[config.mk]
export PLATFORM = sky130hd
export DESIGN_NAME = solr_regs
export DESIGN_NICKNAME = d
export VERILOG_FILES = /design/src/verilog/solr_pkg.sv /design/src/verilog/solr_regs.sv
export SDC_FILE = /design/constraint.sdc
export NUM_CORES = 1
export LEC_CHECK = 0
export BUFFER_PORTS_ARGS = -buffer_cell sky130_fd_sc_hd__buf_2
export CORE_MARGIN = 3
export CORE_UTILIZATION = 35
export DETAILED_ROUTE_END_ITERATION = 8
export PLACE_DENSITY = 0.73
export SYNTH_ARGS = -nofsm -noshare
export SYNTH_HDL_FRONTEND = slang
export SYNTH_SLANG_ARGS = --single-unit
[constraint.sdc]
create_clock -name clk_in -period 1.2 [get_ports clk_in]
set_clock_uncertainty 0.05 [all_clocks]
set_input_delay 0.12 -clock clk_in [delete_from_list [all_inputs] [get_ports clk_in]]
set_output_delay 0.12 -clock clk_in [all_outputs]
set_load 0.1 [all_outputs]
[src/verilog/solr_pkg.sv]
`default_nettype none
package solr_pkg;
    // register offsets (word addresses on the plain port)
    localparam logic [3:0] LANE_CTL_ADDR = 4'h0;
    localparam logic [3:0] SYNTH_CTL_ADDR = 4'h4;

    // lane register field positions
    localparam int FAST_LINK_BIT = 20;
    localparam int MAC_OVR_BIT = 19;
    localparam int TX_PAUSE_BIT = 18;
    localparam int RX_PAUSE_BIT = 17;
    localparam int HS_SEL_BIT = 16;
    localparam int RX_PWR_OVR_BIT = 15;
    localparam int RX_PWR_LSB = 13;
    localparam int RX_SPD_OVR_BIT = 12;
    localparam int RX_SPD_LSB = 10;
    localparam int RX_INV_OVR_BIT = 9;
    localparam int RX_INV_BIT = 8;
    localparam int RX_COMMA_OVR_BIT = 7;
    localparam int RX_COMMA_BIT = 6;
    localparam int RX_WS_OVR_BIT = 5;
    localparam int RX_WS_LSB = 3;
    localparam int SLOW_LINK_BIT = 2;
    localparam int RX_FUNC_BIT = 1;
    localparam int RX_LOST_BIT = 0;

    // synth register field positions
    localparam int SA_OVR_BIT = 31;
    localparam int SA_PWR_LSB = 29;
    localparam int SA_READY_BIT = 28;
    localparam int SB_OVR_BIT = 27;
    localparam int SB_PWR_LSB = 25;
    localparam int SB_READY_BIT = 24;
    localparam int LN1_OK_BIT = 9;
    localparam int LN0_OK_BIT = 8;
    localparam int LN1_SD_BIT = 1;
    localparam int LN0_SD_BIT = 0;

    // reset value and unmapped read value
    localparam logic SB_OVR_RST = 1'b1;
    localparam logic [31:0] RD_UNMAPPED = 32'h0000_0000;

    // power state encoding
    typedef enum logic [1:0]
    {
        SOLR_PWR_OFF,
        SOLR_PWR_SLEEP,
        SOLR_PWR_SNOOZE,
        SOLR_PWR_ON
    } solr_pwr_e;

    // receive lane configuration bundle
    typedef struct packed
    {
        logic [1:0] power;
        logic [1:0] speed;
        logic invert;
        logic comma_align;
        logic [1:0] word_size;
    } solr_rxcfg_s;

    // controls passed to the mac
    typedef struct packed
    {
        logic high_speed_select;
        logic tx_pause_capable;
        logic rx_pause_capable;
    } solr_mac_s;

    // live lane status inputs
    typedef struct packed
    {
        logic fast_link_up;
        logic slow_link_up;
        logic rx_lane_functional;
        logic rx_signal_lost;
        logic synth_a_ready;
        logic synth_b_ready;
        logic lane1_functional_live;
        logic lane0_functional_live;
        logic lane1_signal_present_live;
        logic lane0_signal_present_live;
    } solr_stat_s;

    // register state: software-writable fields, sampled status and read data
    typedef struct packed
    {
        logic mac_ctrl_override;
        solr_mac_s mac;
        logic rx_power_override;
        logic rx_speed_override;
        logic rx_invert_override;
        logic rx_comma_override;
        logic rx_word_size_override;
        solr_rxcfg_s rx;
        logic synth_a_power_override;
        logic [1:0] synth_a_power_state;
        logic synth_b_power_override;
        logic [1:0] synth_b_power_state;
        solr_stat_s stat;
        logic [31:0] rdata;
    } solr_state_s;
endpackage
`default_nettype wire

[src/verilog/solr_regs.sv]
// ---------------------------------------------------------------
// Functional notes
// - bit 20 reports fast mac/pcs link up
// - bit 19 selects register over negotiated speed and pause
// - bit 18 tx pause capability, used only under override
// - bit 17 rx pause capability, used only under override
// - bit 16 picks 1g or 10g clock source, under override
// - bit 15 makes field 14-13 drive rx power state
// - bit 12 makes field 11-10 drive rx rate
// - bit 9 makes bit 8 drive rx polarity inversion
// - bit 7 makes bit 6 drive comma alignment
// - bit 5 makes field 4-3 drive rx word width
// - bit 2 reports slow mac/pcs link up
// - bit 1 reports rx lane functional
// - bit 0 reports rx signal loss or cdr unlock
// - bit 31 makes field 30-29 drive synth a power
// - bit 28 reports synth a ready
// - bit 27 makes field 26-25 drive synth b power
// - bit 24 reports synth b ready
// - synth bits 23-10 ignore writes and read zero
// - synth bits 9 and 8 show lane ok live
// - synth bits 1 and 0 show signal detect live
// ---------------------------------------------------------------
//
// Implementation choices: the placing of the registers and strobed register access.
`timescale 1ns/100ps
`default_nettype none
module solr_regs
    import solr_pkg::*;
(
    input wire logic clk_in,
    input wire logic rst_in,
    input wire logic [3:0] addr_in,
    input wire logic [31:0] wdata_in,
    input wire logic wr_in,
    input wire logic rd_in,
    output logic [31:0] rdata_out,
    input wire solr_stat_s stat_in,
    input wire solr_mac_s aneg_mac_in,
    input wire solr_rxcfg_s ext_rx_in,
    input wire logic [1:0] ext_synth_power_input_in,
    output solr_mac_s mac_out,
    output solr_rxcfg_s rx_cfg_out,
    output logic [1:0] synth_a_power_out,
    output logic [1:0] synth_b_power_out
);

    // ---------------------------------------------------------------
    // state
    // ---------------------------------------------------------------
    solr_state_s st_r;
    solr_state_s st_nxt;
    solr_stat_s stat_meta_r;

    function automatic logic [1:0] pick2(input logic ovr,
                                         input logic [1:0] val,
                                         input logic [1:0] ext);
        pick2 = ovr ? val : ext;
    endfunction

    function automatic logic hits(input logic [3:0] a,
                                  input logic [3:0] reg_addr);
        hits = (a == reg_addr);
    endfunction

    function automatic logic [31:0] lane_word(input solr_state_s s);
        logic [31:0] w;
        w = '0;
        w[FAST_LINK_BIT] = s.stat.fast_link_up;
        w[MAC_OVR_BIT] = s.mac_ctrl_override;
        w[TX_PAUSE_BIT] = s.mac.tx_pause_capable;
        w[RX_PAUSE_BIT] = s.mac.rx_pause_capable;
        w[HS_SEL_BIT] = s.mac.high_speed_select;
        w[RX_PWR_OVR_BIT] = s.rx_power_override;
        w[RX_PWR_LSB +: 2] = s.rx.power;
        w[RX_SPD_OVR_BIT] = s.rx_speed_override;
        w[RX_SPD_LSB +: 2] = s.rx.speed;
        w[RX_INV_OVR_BIT] = s.rx_invert_override;
        w[RX_INV_BIT] = s.rx.invert;
        w[RX_COMMA_OVR_BIT] = s.rx_comma_override;
        w[RX_COMMA_BIT] = s.rx.comma_align;
        w[RX_WS_OVR_BIT] = s.rx_word_size_override;
        w[RX_WS_LSB +: 2] = s.rx.word_size;
        w[SLOW_LINK_BIT] = s.stat.slow_link_up;
        w[RX_FUNC_BIT] = s.stat.rx_lane_functional;
        w[RX_LOST_BIT] = s.stat.rx_signal_lost;
        lane_word = w;
    endfunction

    function automatic logic [31:0] synth_word(input solr_state_s s);
        logic [31:0] w;
        w = '0;
        w[SA_OVR_BIT] = s.synth_a_power_override;
        w[SA_PWR_LSB +: 2] = s.synth_a_power_state;
        w[SA_READY_BIT] = s.stat.synth_a_ready;
        w[SB_OVR_BIT] = s.synth_b_power_override;
        w[SB_PWR_LSB +: 2] = s.synth_b_power_state;
        w[SB_READY_BIT] = s.stat.synth_b_ready;
        w[LN1_OK_BIT] = s.stat.lane1_functional_live;
        w[LN0_OK_BIT] = s.stat.lane0_functional_live;
        w[LN1_SD_BIT] = s.stat.lane1_signal_present_live;
        w[LN0_SD_BIT] = s.stat.lane0_signal_present_live;
        synth_word = w;
    endfunction

    // ---------------------------------------------------------------
    // next state
    // ---------------------------------------------------------------
    always_comb
    begin
        st_nxt = st_r;
        st_nxt.stat = stat_meta_r;
        if (wr_in && hits(addr_in, LANE_CTL_ADDR))
        begin
            st_nxt.mac_ctrl_override = wdata_in[MAC_OVR_BIT];
            st_nxt.mac.tx_pause_capable = wdata_in[TX_PAUSE_BIT];
            st_nxt.mac.rx_pause_capable = wdata_in[RX_PAUSE_BIT];
            st_nxt.mac.high_speed_select = wdata_in[HS_SEL_BIT];
            st_nxt.rx_power_override = wdata_in[RX_PWR_OVR_BIT];
            st_nxt.rx.power = wdata_in[RX_PWR_LSB +: 2];
            st_nxt.rx_speed_override = wdata_in[RX_SPD_OVR_BIT];
            st_nxt.rx.speed = wdata_in[RX_SPD_LSB +: 2];
            st_nxt.rx_invert_override = wdata_in[RX_INV_OVR_BIT];
            st_nxt.rx.invert = wdata_in[RX_INV_BIT];
            st_nxt.rx_comma_override = wdata_in[RX_COMMA_OVR_BIT];
            st_nxt.rx.comma_align = wdata_in[RX_COMMA_BIT];
            st_nxt.rx_word_size_override = wdata_in[RX_WS_OVR_BIT];
            st_nxt.rx.word_size = wdata_in[RX_WS_LSB +: 2];
        end
        if (wr_in && hits(addr_in, SYNTH_CTL_ADDR))
        begin
            st_nxt.synth_a_power_override = wdata_in[SA_OVR_BIT];
            st_nxt.synth_a_power_state = wdata_in[SA_PWR_LSB +: 2];
            st_nxt.synth_b_power_override = wdata_in[SB_OVR_BIT];
            st_nxt.synth_b_power_state = wdata_in[SB_PWR_LSB +: 2];
        end
        st_nxt.rdata = RD_UNMAPPED;
        if (rd_in && hits(addr_in, LANE_CTL_ADDR))
            st_nxt.rdata = lane_word(st_r);
        else if (rd_in && hits(addr_in, SYNTH_CTL_ADDR))
            st_nxt.rdata = synth_word(st_r);
    end

    // ---------------------------------------------------------------
    // registers
    // ---------------------------------------------------------------
    always_ff @(posedge clk_in)
    begin
        stat_meta_r <= stat_in;
        if (rst_in)
        begin
            st_r <= '0;
            st_r.synth_b_power_override <= SB_OVR_RST;
        end
        else
            st_r <= st_nxt;
    end

    // ---------------------------------------------------------------
    // outputs
    // ---------------------------------------------------------------
    assign rdata_out = st_r.rdata;

    always_comb
    begin
        mac_out = st_r.mac_ctrl_override ? st_r.mac : aneg_mac_in;
        rx_cfg_out.power = pick2(st_r.rx_power_override, st_r.rx.power,
                                 ext_rx_in.power);
        rx_cfg_out.speed = pick2(st_r.rx_speed_override, st_r.rx.speed,
                                 ext_rx_in.speed);
        rx_cfg_out.invert = st_r.rx_invert_override ? st_r.rx.invert
                                                    : ext_rx_in.invert;
        rx_cfg_out.comma_align = st_r.rx_comma_override
                                 ? st_r.rx.comma_align
                                 : ext_rx_in.comma_align;
        rx_cfg_out.word_size = pick2(st_r.rx_word_size_override,
                                     st_r.rx.word_size,
                                     ext_rx_in.word_size);
        synth_a_power_out = pick2(st_r.synth_a_power_override,
                                  st_r.synth_a_power_state,
                                  ext_synth_power_input_in);
        synth_b_power_out = pick2(st_r.synth_b_power_override,
                                  st_r.synth_b_power_state,
                                  ext_synth_power_input_in);
    end

endmodule // solr_regs
`default_nettype wire

==> results of run 1 <==
area by class of cell:
class | count | area (um^2)
fillers | 611 | 3100
flip-flops and latches | 72 | 1470
inverters | 2 | 7.51
well taps | 99 | 124
clock buffers | 9 | 124
clock inverters | 7 | 96.3
multi-input cells | 132 | 1070
repair buffers | 139 | 1450
timing repair:
| action | in CTS | in global routing |
|---|---|---|
| gates resized for setup | 94 | 4 |
| hold endpoints to repair | 32 | 0 |
| setup endpoints to repair | 24 | 15 |
| hold buffers | 32 | 0 |
| setup buffers | 3 | 1 |
critical path, cell delays in order, from the launching register on:
cell	delay [ps]
sky130_fd_sc_hd__dfxtp_4	390
sky130_fd_sc_hd__mux2_4	320
sky130_fd_sc_hd__buf_12	170
state kept, by name (all words and copies together), names as in the netlist:
register and cells:
st_nxt 10, st_r 33, rdata_out 29
layout by cell type (no fill, tap or decap):
cell and instances:
sky130_fd_sc_hd__dfxtp_1 64, sky130_fd_sc_hd__buf_2 53, sky130_fd_sc_hd__nand2b_1 45, sky130_fd_sc_hd__buf_12 37, sky130_fd_sc_hd__dlygate4sd3_1 32, sky130_fd_sc_hd__and2_1 25, sky130_fd_sc_hd__mux2i_1 23, sky130_fd_sc_hd__buf_4 17
sky130_fd_sc_hd__mux2_4 15, sky130_fd_sc_hd__nor2b_1 10, sky130_fd_sc_hd__clkbuf_8 9, sky130_fd_sc_hd__dfxtp_4 6, sky130_fd_sc_hd__a22o_1 4, sky130_fd_sc_hd__conb_1 3, sky130_fd_sc_hd__clkinvlp_4 3, sky130_fd_sc_hd__nor3_2 2
sky130_fd_sc_hd__inv_1 2, sky130_fd_sc_hd__nor3_4 2, sky130_fd_sc_hd__nor2_1 2, sky130_fd_sc_hd__bufinv_16 2, sky130_fd_sc_hd__dfxtp_2 2, sky130_fd_sc_hd__or3_4 1, sky130_fd_sc_hd__clkinv_2 1, sky130_fd_sc_hd__clkinv_4 1
power groups by stage:
| stage | clock network [mW] | logic (mW) | registers (mW) |
|---|---|---|---|
| floorplan | 0 | 0.392 | 2.50 |
| global placement | 0 | 0.506 | 2.51 |
| detailed placement | 0 | 0.513 | 2.51 |
| CTS | 2.15 | 0.709 | 2.44 |
| global route | 2.25 | 0.757 | 2.45 |
| finish | 2.08 | 0.720 | 2.44 |
metrics by stage:
step / power [mW] / TNS, ps / instance area, um^2
5_1_grt: 5.45 / -3390 / 4350
3_5_place_dp: 3.02 / -4700 / 3450
2_1_floorplan: 2.89 / -444 / 2770
3_3_place_gp: 3.01 / -3690 / 3450
4_1_cts: 5.30 / -3050 / 4320
6_report: 5.24 / -2710 / 4350
synth_stat cells:
cell type	instances	area [um^2]
sky130_fd_sc_hd__buf_6	1	11.3
sky130_fd_sc_hd__mux2i_1	23	230
sky130_fd_sc_hd__buf_2	1	5.00
sky130_fd_sc_hd__inv_1	2	7.51
sky130_fd_sc_hd__buf_12	1	20.0
sky130_fd_sc_hd__clkbuf_2	1	5.00
sky130_fd_sc_hd__nor3_2	3	30.0
sky130_fd_sc_hd__nand2b_1	45	282
sky130_fd_sc_hd__a22o_1	4	35.0
sky130_fd_sc_hd__nor2_1	2	7.51
sky130_fd_sc_hd__buf_4	32	240
sky130_fd_sc_hd__clkbuf_1	7	26.3
sky130_fd_sc_hd__mux2_2	15	169
sky130_fd_sc_hd__nor3_4	1	16.3
sky130_fd_sc_hd__or3_4	1	11.3
sky130_fd_sc_hd__and2_1	25	156
sky130_fd_sc_hd__nor2b_1	10	62.6
sky130_fd_sc_hd__dfxtp_1	72	1440
sky130_fd_sc_hd__conb_1	1	3.75
logic make-up after synthesis:
| logic type | synth area share, % |
|---|---|
| buffers and inverters | 11.4 |
| other | 0.136 |
| flip-flops | 52.2 |
| AND/OR/NAND/NOR | 20.5 |
| multiplexers | 14.5 |
| AO/OA/AOI/OAI | 1.27 |
path summary, 6_finish.rpt:
path                 from             to  slack, ps  cells past startpoint
min reg2reg      st_r[36]  rdata_out[24]        370                      1
max reg2reg      st_r[57]   rdata_out[7]        340                      3
min          wdata_in[27]       st_r[44]         10                      3
max              st_r[64]     mac_out[2]       -210                      2
layer usage:
metal	global-route usage, %	part of all wire, %
met1	13.0	36
met2	27.8	57
met3	6.29	5.2
met4	5.41	1.9
met5	0	0
==> impl_results.rst, run 1 <==
.. list-table::
   :header-rows: 1

   * - Metric
     - Value
   * - Status
     - finished with violations
   * - Violations in the final reports
     - setup timing
   * - Combinational share of power
     - 13.7%
   * - Crit path capture type
     - output port
   * - Number of antenna violations at the first check in global routing
     - 0
   * - Post-route core utilization
     - 58.4%
   * - Pre-CTS worst setup slack
     - -166 ps
   * - Starting DRC count in detailed routing
     - 31
   * - Final number of max-transition violations
     - 0
   * - Switching power summed over all nets
     - 1.32 mW
   * - Ratio of cells with drive above 1 in the final layout
     - 41.8%
   * - Required time of the worst setup path
     - 1030 ps
   * - Overall die width
     - 94.8 um
   * - Power density cells
     - 1210 nW/um^2
   * - TritonCTS Buffers
     - 9
   * - Design internal power
     - 3.92 mW
   * - Antenna Nets Post-Route
     - 0
   * - Largest net degree at the start of global routing
     - 57
   * - Distinct cell type count after synthesis
     - 19
   * - Endpoints failing hold
     - 0
   * - WL/cell
     - 13.4 um
   * - CTS clock-pin slew for the worst setup and hold paths
     - 80 ps
   * - Total leakage power
     - 1.83 nW
   * - Number of primary I/O pins
     - 110
   * - Number of warnings reported in the yosys synthesis log
     - 0
   * - Placed Cells incl. Taps
     - 408
   * - Clock insertion delay at the later pin of the skew report
     - 350 ps
   * - Number of global-route vias before repair
     - 2039
   * - Die height
     - 94.8 um
   * - Worst min path class
     - in2reg
   * - CTS tree
     - built
   * - Average cell area after synthesis
     - 11.2 um^2
   * - Critical path class
     - reg2out
   * - Number of cells produced by synthesis
     - 247
   * - Launching element type of the critical path
     - flip-flop
   * - Critical path arrival
     - 1240 ps
   * - Area of the die
     - 8990 um^2
   * - Number of endpoints failing setup at the final stage
     - 15
   * - Post-route DRC
     - 0
   * - Clk pwr share
     - 39.7%
   * - Unrepaired setup endpoints after global routing
     - yes
   * - Largest fanout on the critical path
     - 5
   * - Number of diodes
     - 0
   * - Layout Area Growth over Synthesis
     - 57.4%
   * - Max-cap violations
     - 0
   * - Wire length after detailed routing
     - 6140 um
   * - Count of port buffers added during placement
     - 97
   * - Final Wtd Congestion
     - 0.780
   * - Seq pwr share
     - 46.6%
   * - Vias per std cell
     - 4.19
   * - Post-Route Hold Slack
     - 13.3 ps
   * - Initial standard-cell utilization of the core
     - 37.1%
   * - Maximum operating frequency
     - 710 MHz
   * - Number of nets in the final layout
     - 419
   * - Switching Fraction
     - 25.2%
   * - Seq/Total Area, Yosys
     - 52.2%
   * - Non-filler instance count after layout
     - 460
   * - Time the final worst path needs with I/O delays and setup
     - 1410 ps
   * - Peak supply drop
     - 0.000972 V
   * - Placeable core region
     - 7450 um^2
   * - Congestion Overflow GR
     - 0
   * - Setup slack of the critical path after layout
     - -208 ps
   * - Master cell of the clock root buffer
     - sky130_fd_sc_hd__clkbuf_8
   * - Post-DP HPWL
     - 3720 um
   * - Ratio of final minimum period to clock period
     - 117%
   * - Number of storage elements in the synthesis netlist
     - 72
   * - Clock Sinks
     - 72
   * - Vias after detailed routing
     - 1928
   * - Gr usage total
     - 14.4%
   * - Mapped Area
     - 2760 um^2
   * - First-pass GRT wire length
     - 9500 um
   * - TritonRoute pass-1 iters
     - 4
   * - Longest Clk Path Bufs
     - 2
   * - H-tree Lvls
     - 3
   * - Placement row count
     - 31
Note: power is estimated with default switching activity, not from simulation.
==> run 2: changes to the inputs <==
- ABC_AREA: not set -> 1
==> run 2 against run 1 <==
Compared with the run above:
- the flow still finishes with violations (setup timing)
- power down 3.2%
- via count grew 28%
- synthesized cell count is 55% higher
- global-route usage is 1.0 points higher
- first-iteration DRC count is 61% higher
- highest routed layer unchanged
==> impl_results.rst, run 2 <==
.. list-table::
   :header-rows: 1

   * - Metric
     - Value
   * - Antenna Nets Post-Route
     - 0
   * - Average cell area after synthesis
     - 7.48 um^2
   * - Ratio of final minimum period to clock period
     - 108%
   * - Final number of max-transition violations
     - 0
   * - Top FF cell, synth
     - sky130_fd_sc_hd__dfxtp_1
   * - Overall Power
     - 5.07 mW
   * - Number of global-route vias before repair
     - 2418
   * - Post-synth top area cell
     - sky130_fd_sc_hd__dfxtp_1
   * - Vias after detailed routing
     - 2475
   * - Placeable core region
     - 7850 um^2
   * - Ratio of cells with drive above 1 in the final layout
     - 39.5%
   * - Setup slack of the critical path after layout
     - -90.1 ps
   * - Required time of the worst setup path
     - 1030 ps
   * - TritonCTS Buffers
     - 9
   * - Count of fill cells added during filler insertion
     - 726
   * - Cells along the critical path
     - inv_8 -> nand2_2 -> o21ai_4 -> buf_12
   * - Violations in the final reports
     - setup timing
   * - Placed Cells incl. Taps
     - 554
   * - Area of all sequential standard cells
     - 1460 um^2
   * - Number of antenna violations at the first check in global routing
     - 0
   * - Number of endpoints failing setup at the final stage
     - 15
   * - Non-filler instance count after layout
     - 586
   * - Status
     - finished with violations
   * - Die height
     - 96.4 um
   * - Top register by number of flip-flops
     - st_r
   * - Overall die width
     - 96.4 um
   * - Leading cell type in the layout, fill and taps excluded
     - sky130_fd_sc_hd__inv_1
   * - Number of primary I/O pins
     - 110
   * - CTS clock-pin slew for the worst setup and hold paths
     - 80 ps
   * - Number of storage elements in the synthesis netlist
     - 72
   * - Largest net degree at the start of global routing
     - 18
   * - Total leakage power
     - 2.17 nW
   * - Placement row count
     - 32
   * - Most used standard cells in the synthesized netlist
     - sky130_fd_sc_hd__inv_1, sky130_fd_sc_hd__dfxtp_1, sky130_fd_sc_hd__nand2_1
   * - Worst min path class
     - in2reg
   * - Distinct cell type count after synthesis
     - 18
   * - Final Wtd Congestion
     - 0.768
   * - Number of warnings reported in the yosys synthesis log
     - 0
   * - Critical path class
     - reg2out
   * - Cell with the largest stage delay on the worst path
     - sky130_fd_sc_hd__dfxtp_4
   * - Count of flip-flops with a built-in enable after synthesis
     - 0
   * - H-tree Lvls
     - 3
   * - TritonRoute pass-1 iters
     - 4
   * - Unrepaired setup endpoints after global routing
     - yes
   * - Largest fanout on the critical path
     - 7
   * - Layout Area Growth over Synthesis
     - 55.1%
   * - Share of the synthesized area in the top cell type
     - 50.4%
   * - Most frequent cell after synthesis
     - sky130_fd_sc_hd__inv_1
   * - Endpoints failing hold
     - 0
   * - Count of port buffers added during placement
     - 97
   * - Initial standard-cell utilization of the core
     - 36.4%
   * - WL/cell
     - 11.4 um
   * - CTS tree
     - built
   * - Area of the die
     - 9290 um^2
   * - Highest-count cells in the layout ignoring fill and taps
     - sky130_fd_sc_hd__inv_1, sky130_fd_sc_hd__dfxtp_1, sky130_fd_sc_hd__nor2_1
   * - Number of diodes
     - 0
   * - Buffer and inverter count on the worst path
     - 2
   * - Post-Route Hold Slack
     - 52.6 ps
   * - Wire length after detailed routing
     - 6680 um
   * - Top cells by area in the synthesized netlist
     - sky130_fd_sc_hd__dfxtp_1, sky130_fd_sc_hd__inv_1, sky130_fd_sc_hd__nand2_1
   * - Clock Sinks
     - 72
   * - Number of cells produced by synthesis
     - 382
   * - Gr usage total
     - 15.4%
   * - Peak supply drop
     - 0.000655 V
   * - First-pass GRT wire length
     - 10800 um
   * - Fraction of synthesis flops using an asynchronous set or reset pin
     - 0%
   * - Critical path's top delay family
     - flip-flops
   * - Mapped Area
     - 2860 um^2
   * - Congestion Overflow GR
     - 0
   * - Post-DP HPWL
     - 4800 um
   * - Power density cells
     - 1140 nW/um^2
   * - Critical path arrival
     - 1120 ps
   * - Longest Clk Path Bufs
     - 2
   * - Stage delay of the slowest cell on the critical path
     - 360 ps
   * - Seq/Total Area, Yosys
     - 50.4%
   * - Clock insertion delay at the later pin of the skew report
     - 340 ps
   * - Number of nets in the final layout
     - 542
   * - Post-route core utilization
     - 56.5%
   * - Master cell of the clock root buffer
     - sky130_fd_sc_hd__clkbuf_8
   * - Time the final worst path needs with I/O delays and setup
     - 1290 ps
   * - Crit path capture type
     - output port
   * - Footprint of the multi-input gates
     - 1080 um^2
   * - Number of flip-flops in the largest register
     - 33
   * - Max-cap violations
     - 0
   * - Post-route DRC
     - 0
   * - Launching element type of the critical path
     - flip-flop
   * - Maximum operating frequency
     - 775 MHz
   * - Vias per std cell
     - 4.22
   * - Starting DRC count in detailed routing
     - 50
[run 2: report_power, final]
| part | switching, mW | leakage [nW] | internal, mW |
|---|---|---|---|
| clock network | 0.917 | 0.0943 | 0.826 |
| registers | 0.0255 | 0.592 | 2.44 |
| logic | 0.539 | 1.48 | 0.328 |
| total | 1.48 | 2.17 | 3.59 |
[run 2: final cells by class]
class / count / share of cell area [%]
Clock buffer: 11 / 3.19
Clock inverter: 5 / 0.903
Inverter: 86 / 7.85
Multi-Input combinational cell: 183 / 24.3
Sequential cell: 72 / 33.0
Tap cell: 102 / 2.88
Timing Repair Buffer: 127 / 27.9
[run 2: through the flow]
step           setup slack, ps  TNS, ps  instance area (um^2)
6_report                 -90.1     -887                  4430
2_1_floorplan             -199     -597                  3010
4_1_cts                   -107    -1290                  4390
3_5_place_dp              29.5        0                  3910
5_1_grt                   -141    -1640                  4430
3_3_place_gp              90.6        0                  3910
[run 2: logic make-up after synthesis]
family / Yosys count / share of synthesized area [%]
buffers and inverters: 129 / 21.4
AOI/OAI and AO/OA: 15 / 2.63
DFF: 72 / 50.4
other: 1 / 0.131
and+or+nand+nor: 165 / 25.4
[run 2: per-layer routing]
layer	part of all wire [%]	vias to the layer above	track usage, %
met4	1.1	0	5.61
li1	-	1288	-
met1	41	1115	17.1
met3	5.7	9	4.57
met5	0	-	0
met2	52	63	27.6
[run 2: worst paths after layout]
kind	slack (ps)	end	start	depth (start not counted)
setup / recovery	-90	mac_out[1]	st_r[64]	4
hold / removal	50	st_r[59]	wdata_in[12]	5
setup reg to reg	340	st_r[64]	st_r[64]	5
hold reg to reg	350	st_r[33]	st_nxt[33]	2
[run 2: tightest hold or removal path, delay by kind of cell]
kind	cells	cell delay [ps]
buffers and inverters	2	110
AND/OR/NAND/NOR	3	180
[run 2: timing repair]
action | 4_1_cts | 5_1_grt
setup buffers | 4 | 1
hold buffers | 11 | 0
pin swaps | 13 | 3
setup endpoints to repair | 28 | 15
gates resized for setup | 67 | 11
endpoints found under the hold margin | 11 | 0
==> run 3: changes to the inputs <==
- CELL_PAD_IN_SITES_DETAIL_PLACEMENT: not set -> 1
- CELL_PAD_IN_SITES_GLOBAL_PLACEMENT: not set -> 1
- CORE_UTILIZATION: 35 -> 30
- PLACE_DENSITY: 0.73 -> 0.84
- SETUP_SLACK_MARGIN: not set -> 0.02
==> run 3 against run 2 <==
Compared with the run above:
- the run still ends with setup timing left
- design area up 2.9%
- sequential share of layout area down 0.93 points
- die area up 16%
- utilization down 5.7 points
- highest routed layer unchanged
==> impl_results.rst, run 3 (synthesis gave the netlist of run 2 again) <==
.. list-table::
   :header-rows: 1

   * - Metric
     - Value
   * - WL/cell
     - 13.0 um
   * - Maximum operating frequency
     - 768 MHz
   * - Cell count of the worst reg-to-reg path
     - 6
   * - Layout Area Growth over Synthesis
     - 59.6%
   * - Peak supply drop
     - 0.000691 V
   * - Clock insertion delay at the later pin of the skew report
     - 340 ps
   * - Starting DRC count in detailed routing
     - 55
   * - TritonCTS Buffers
     - 9
   * - Vias after detailed routing
     - 2563
   * - Required time of the worst setup path
     - 1030 ps
   * - Clock Sinks
     - 72
   * - CTS tree
     - built
   * - Stage delay of the slowest cell on the critical path
     - 370 ps
   * - Violations in the final reports
     - setup timing
   * - Area of the die
     - 10700 um^2
   * - Buffer and inverter count on the worst path
     - 2
   * - Design area
     - 4560 um^2
   * - Die height
     - 104 um
   * - Gr usage total
     - 15.5%
   * - Number of flip-flops in the largest register
     - 33
   * - Count of fill cells added during filler insertion
     - 1036
   * - Cell with the largest stage delay on the worst path
     - sky130_fd_sc_hd__dfxtp_2
   * - Critical path class
     - reg2out
   * - Placeable core region
     - 8980 um^2
   * - DP Area
     - 4060 um^2
   * - Cells along the critical path
     - inv_6 -> o21ai_4 -> buf_12
   * - Total leakage power
     - 2.17 nW
   * - Power density cells
     - 1200 nW/um^2
   * - Launching element type of the critical path
     - flip-flop
   * - Count of port buffers added during placement
     - 97
   * - Ratio of cells with drive above 1 in the final layout
     - 39.7%
   * - TritonRoute pass-1 iters
     - 4
   * - Number of primary I/O pins
     - 110
   * - Number of endpoints failing setup at the final stage
     - 15
   * - Overall Power
     - 5.49 mW
   * - Number of diodes
     - 0
   * - Endpoints failing hold
     - 0
   * - Status
     - finished with violations
   * - Area of all sequential standard cells
     - 1460 um^2
   * - First-pass GRT wire length
     - 13500 um
   * - Top register by number of flip-flops
     - st_r
   * - H-tree Lvls
     - 3
   * - Number of nets in the final layout
     - 539
   * - Post-route core utilization
     - 50.8%
   * - Critical path arrival
     - 1130 ps
   * - Total Negative Setup Slacks
     - -1120 ps
   * - Largest net degree at the start of global routing
     - 19
   * - Endpoint of the most critical register-to-register path
     - st_r[57]
   * - Non-filler instance count after layout
     - 607
   * - Critical path's top delay family
     - flip-flops
   * - Post-route DRC
     - 0
   * - Placement row count
     - 34
   * - Worst hold path depth
     - 3
   * - Footprint of the multi-input gates
     - 1040 um^2
   * - Highest-count cells in the layout ignoring fill and taps
     - sky130_fd_sc_hd__inv_1, sky130_fd_sc_hd__dfxtp_1, sky130_fd_sc_hd__nor2_1
   * - Hold Crit Start
     - wdata_in[27]
   * - Unrepaired setup endpoints after global routing
     - yes
   * - Vias per std cell
     - 4.22
   * - Time the final worst path needs with I/O delays and setup
     - 1300 ps
   * - CTS clock-pin slew for the worst setup and hold paths
     - 80 ps
   * - Max-cap violations
     - 0
   * - Leading cell type in the layout, fill and taps excluded
     - sky130_fd_sc_hd__inv_1
   * - Wire length after detailed routing
     - 7910 um
   * - Initial standard-cell utilization of the core
     - 31.9%
   * - Congestion Overflow GR
     - 0
   * - Number of antenna violations at the first check in global routing
     - 0
   * - Post-DP HPWL
     - 5920 um
   * - Number of global-route vias before repair
     - 2828
   * - Final Wtd Congestion
     - 0.736
   * - Worst reg2reg startpoint
     - st_r[57]
   * - Antenna Nets Post-Route
     - 0
   * - Largest fanout on the critical path
     - 6
   * - End of the worst hold path
     - st_r[44]
   * - Placed Cells incl. Taps
     - 577
   * - Master cell of the clock root buffer
     - sky130_fd_sc_hd__clkbuf_8
   * - Final number of max-transition violations
     - 0
   * - Ratio of final minimum period to clock period
     - 109%
   * - Setup slack, reg-to-reg
     - 280 ps
   * - Crit path capture type
     - output port
   * - Setup slack of the critical path after layout
     - -103 ps
   * - Worst min path class
     - in2reg
   * - Overall die width
     - 104 um
   * - Longest Clk Path Bufs
     - 2
## run 3: layer usage
metal  up-vias  routed length [um]  global-route usage (%)
li1       1282                   -                       -
met1      1211                3120                    16.8
met2        60                4380                    29.8
met3        10                 317                    3.48
met4         0                  94                    4.56
met5         -                   0                       0
## run 3: where the power goes
part           switching, mW  internal (mW)  leakage (nW)
clock network          0.964           1.19         0.110
registers             0.0252           2.44         0.593
logic                  0.546          0.326          1.46
## run 3: worst max-delay path by stage
| stage | slack [ps] | cells past startpoint | startpoint | to |
|---|---|---|---|---|
| final | -100 | 3 | st_r[59] | rx_cfg_out[5] |
| after global routing | -160 | 3 | st_r[59] | rx_cfg_out[5] |
| after CTS | -120 | 4 | st_r[60] | rx_cfg_out[6] |
| after detailed placement | -50 | 6 | addr_in[1] | rdata_out[15] |
| after global placement | 40 | 6 | addr_in[1] | rdata_out[16] |
| after floorplan | -200 | 2 | st_r[64] | mac_out[0] |
## run 3: per-stage QoR
stage	worst slack [ps]	hold slack, ps
6_report	-103	16.7
5_1_grt	-158	8.97
4_1_cts	-123	1.69
3_5_place_dp	-48.2	174
3_3_place_gp	35.9	172
2_1_floorplan	-199	97.7
## run 3: layout make-up
class,count,area share [%]
repair buffers,124,29.1
clock inverters,7,2.25
clock buffers,9,2.72
flip-flops and latches,72,32.0
multi-input cells,183,22.9
well taps,126,3.46
inverters,86,7.57
## run 3: worst reg2reg max path: cells and delay by family, from the launching register on
kind,cells,cell delay (ps)
buffers and inverters,4,310
DFF,1,350
and+or+nand+nor,2,140
## run 3: repair_timing
action | CTS | global route
resized for setup | 49 | 16
hold buffers | 10 | 0
setup endpoints to repair | 21 | 16
buffers inserted | 3 | 1
endpoints found under the hold margin | 10 | 0
pin swaps | 7 | 10
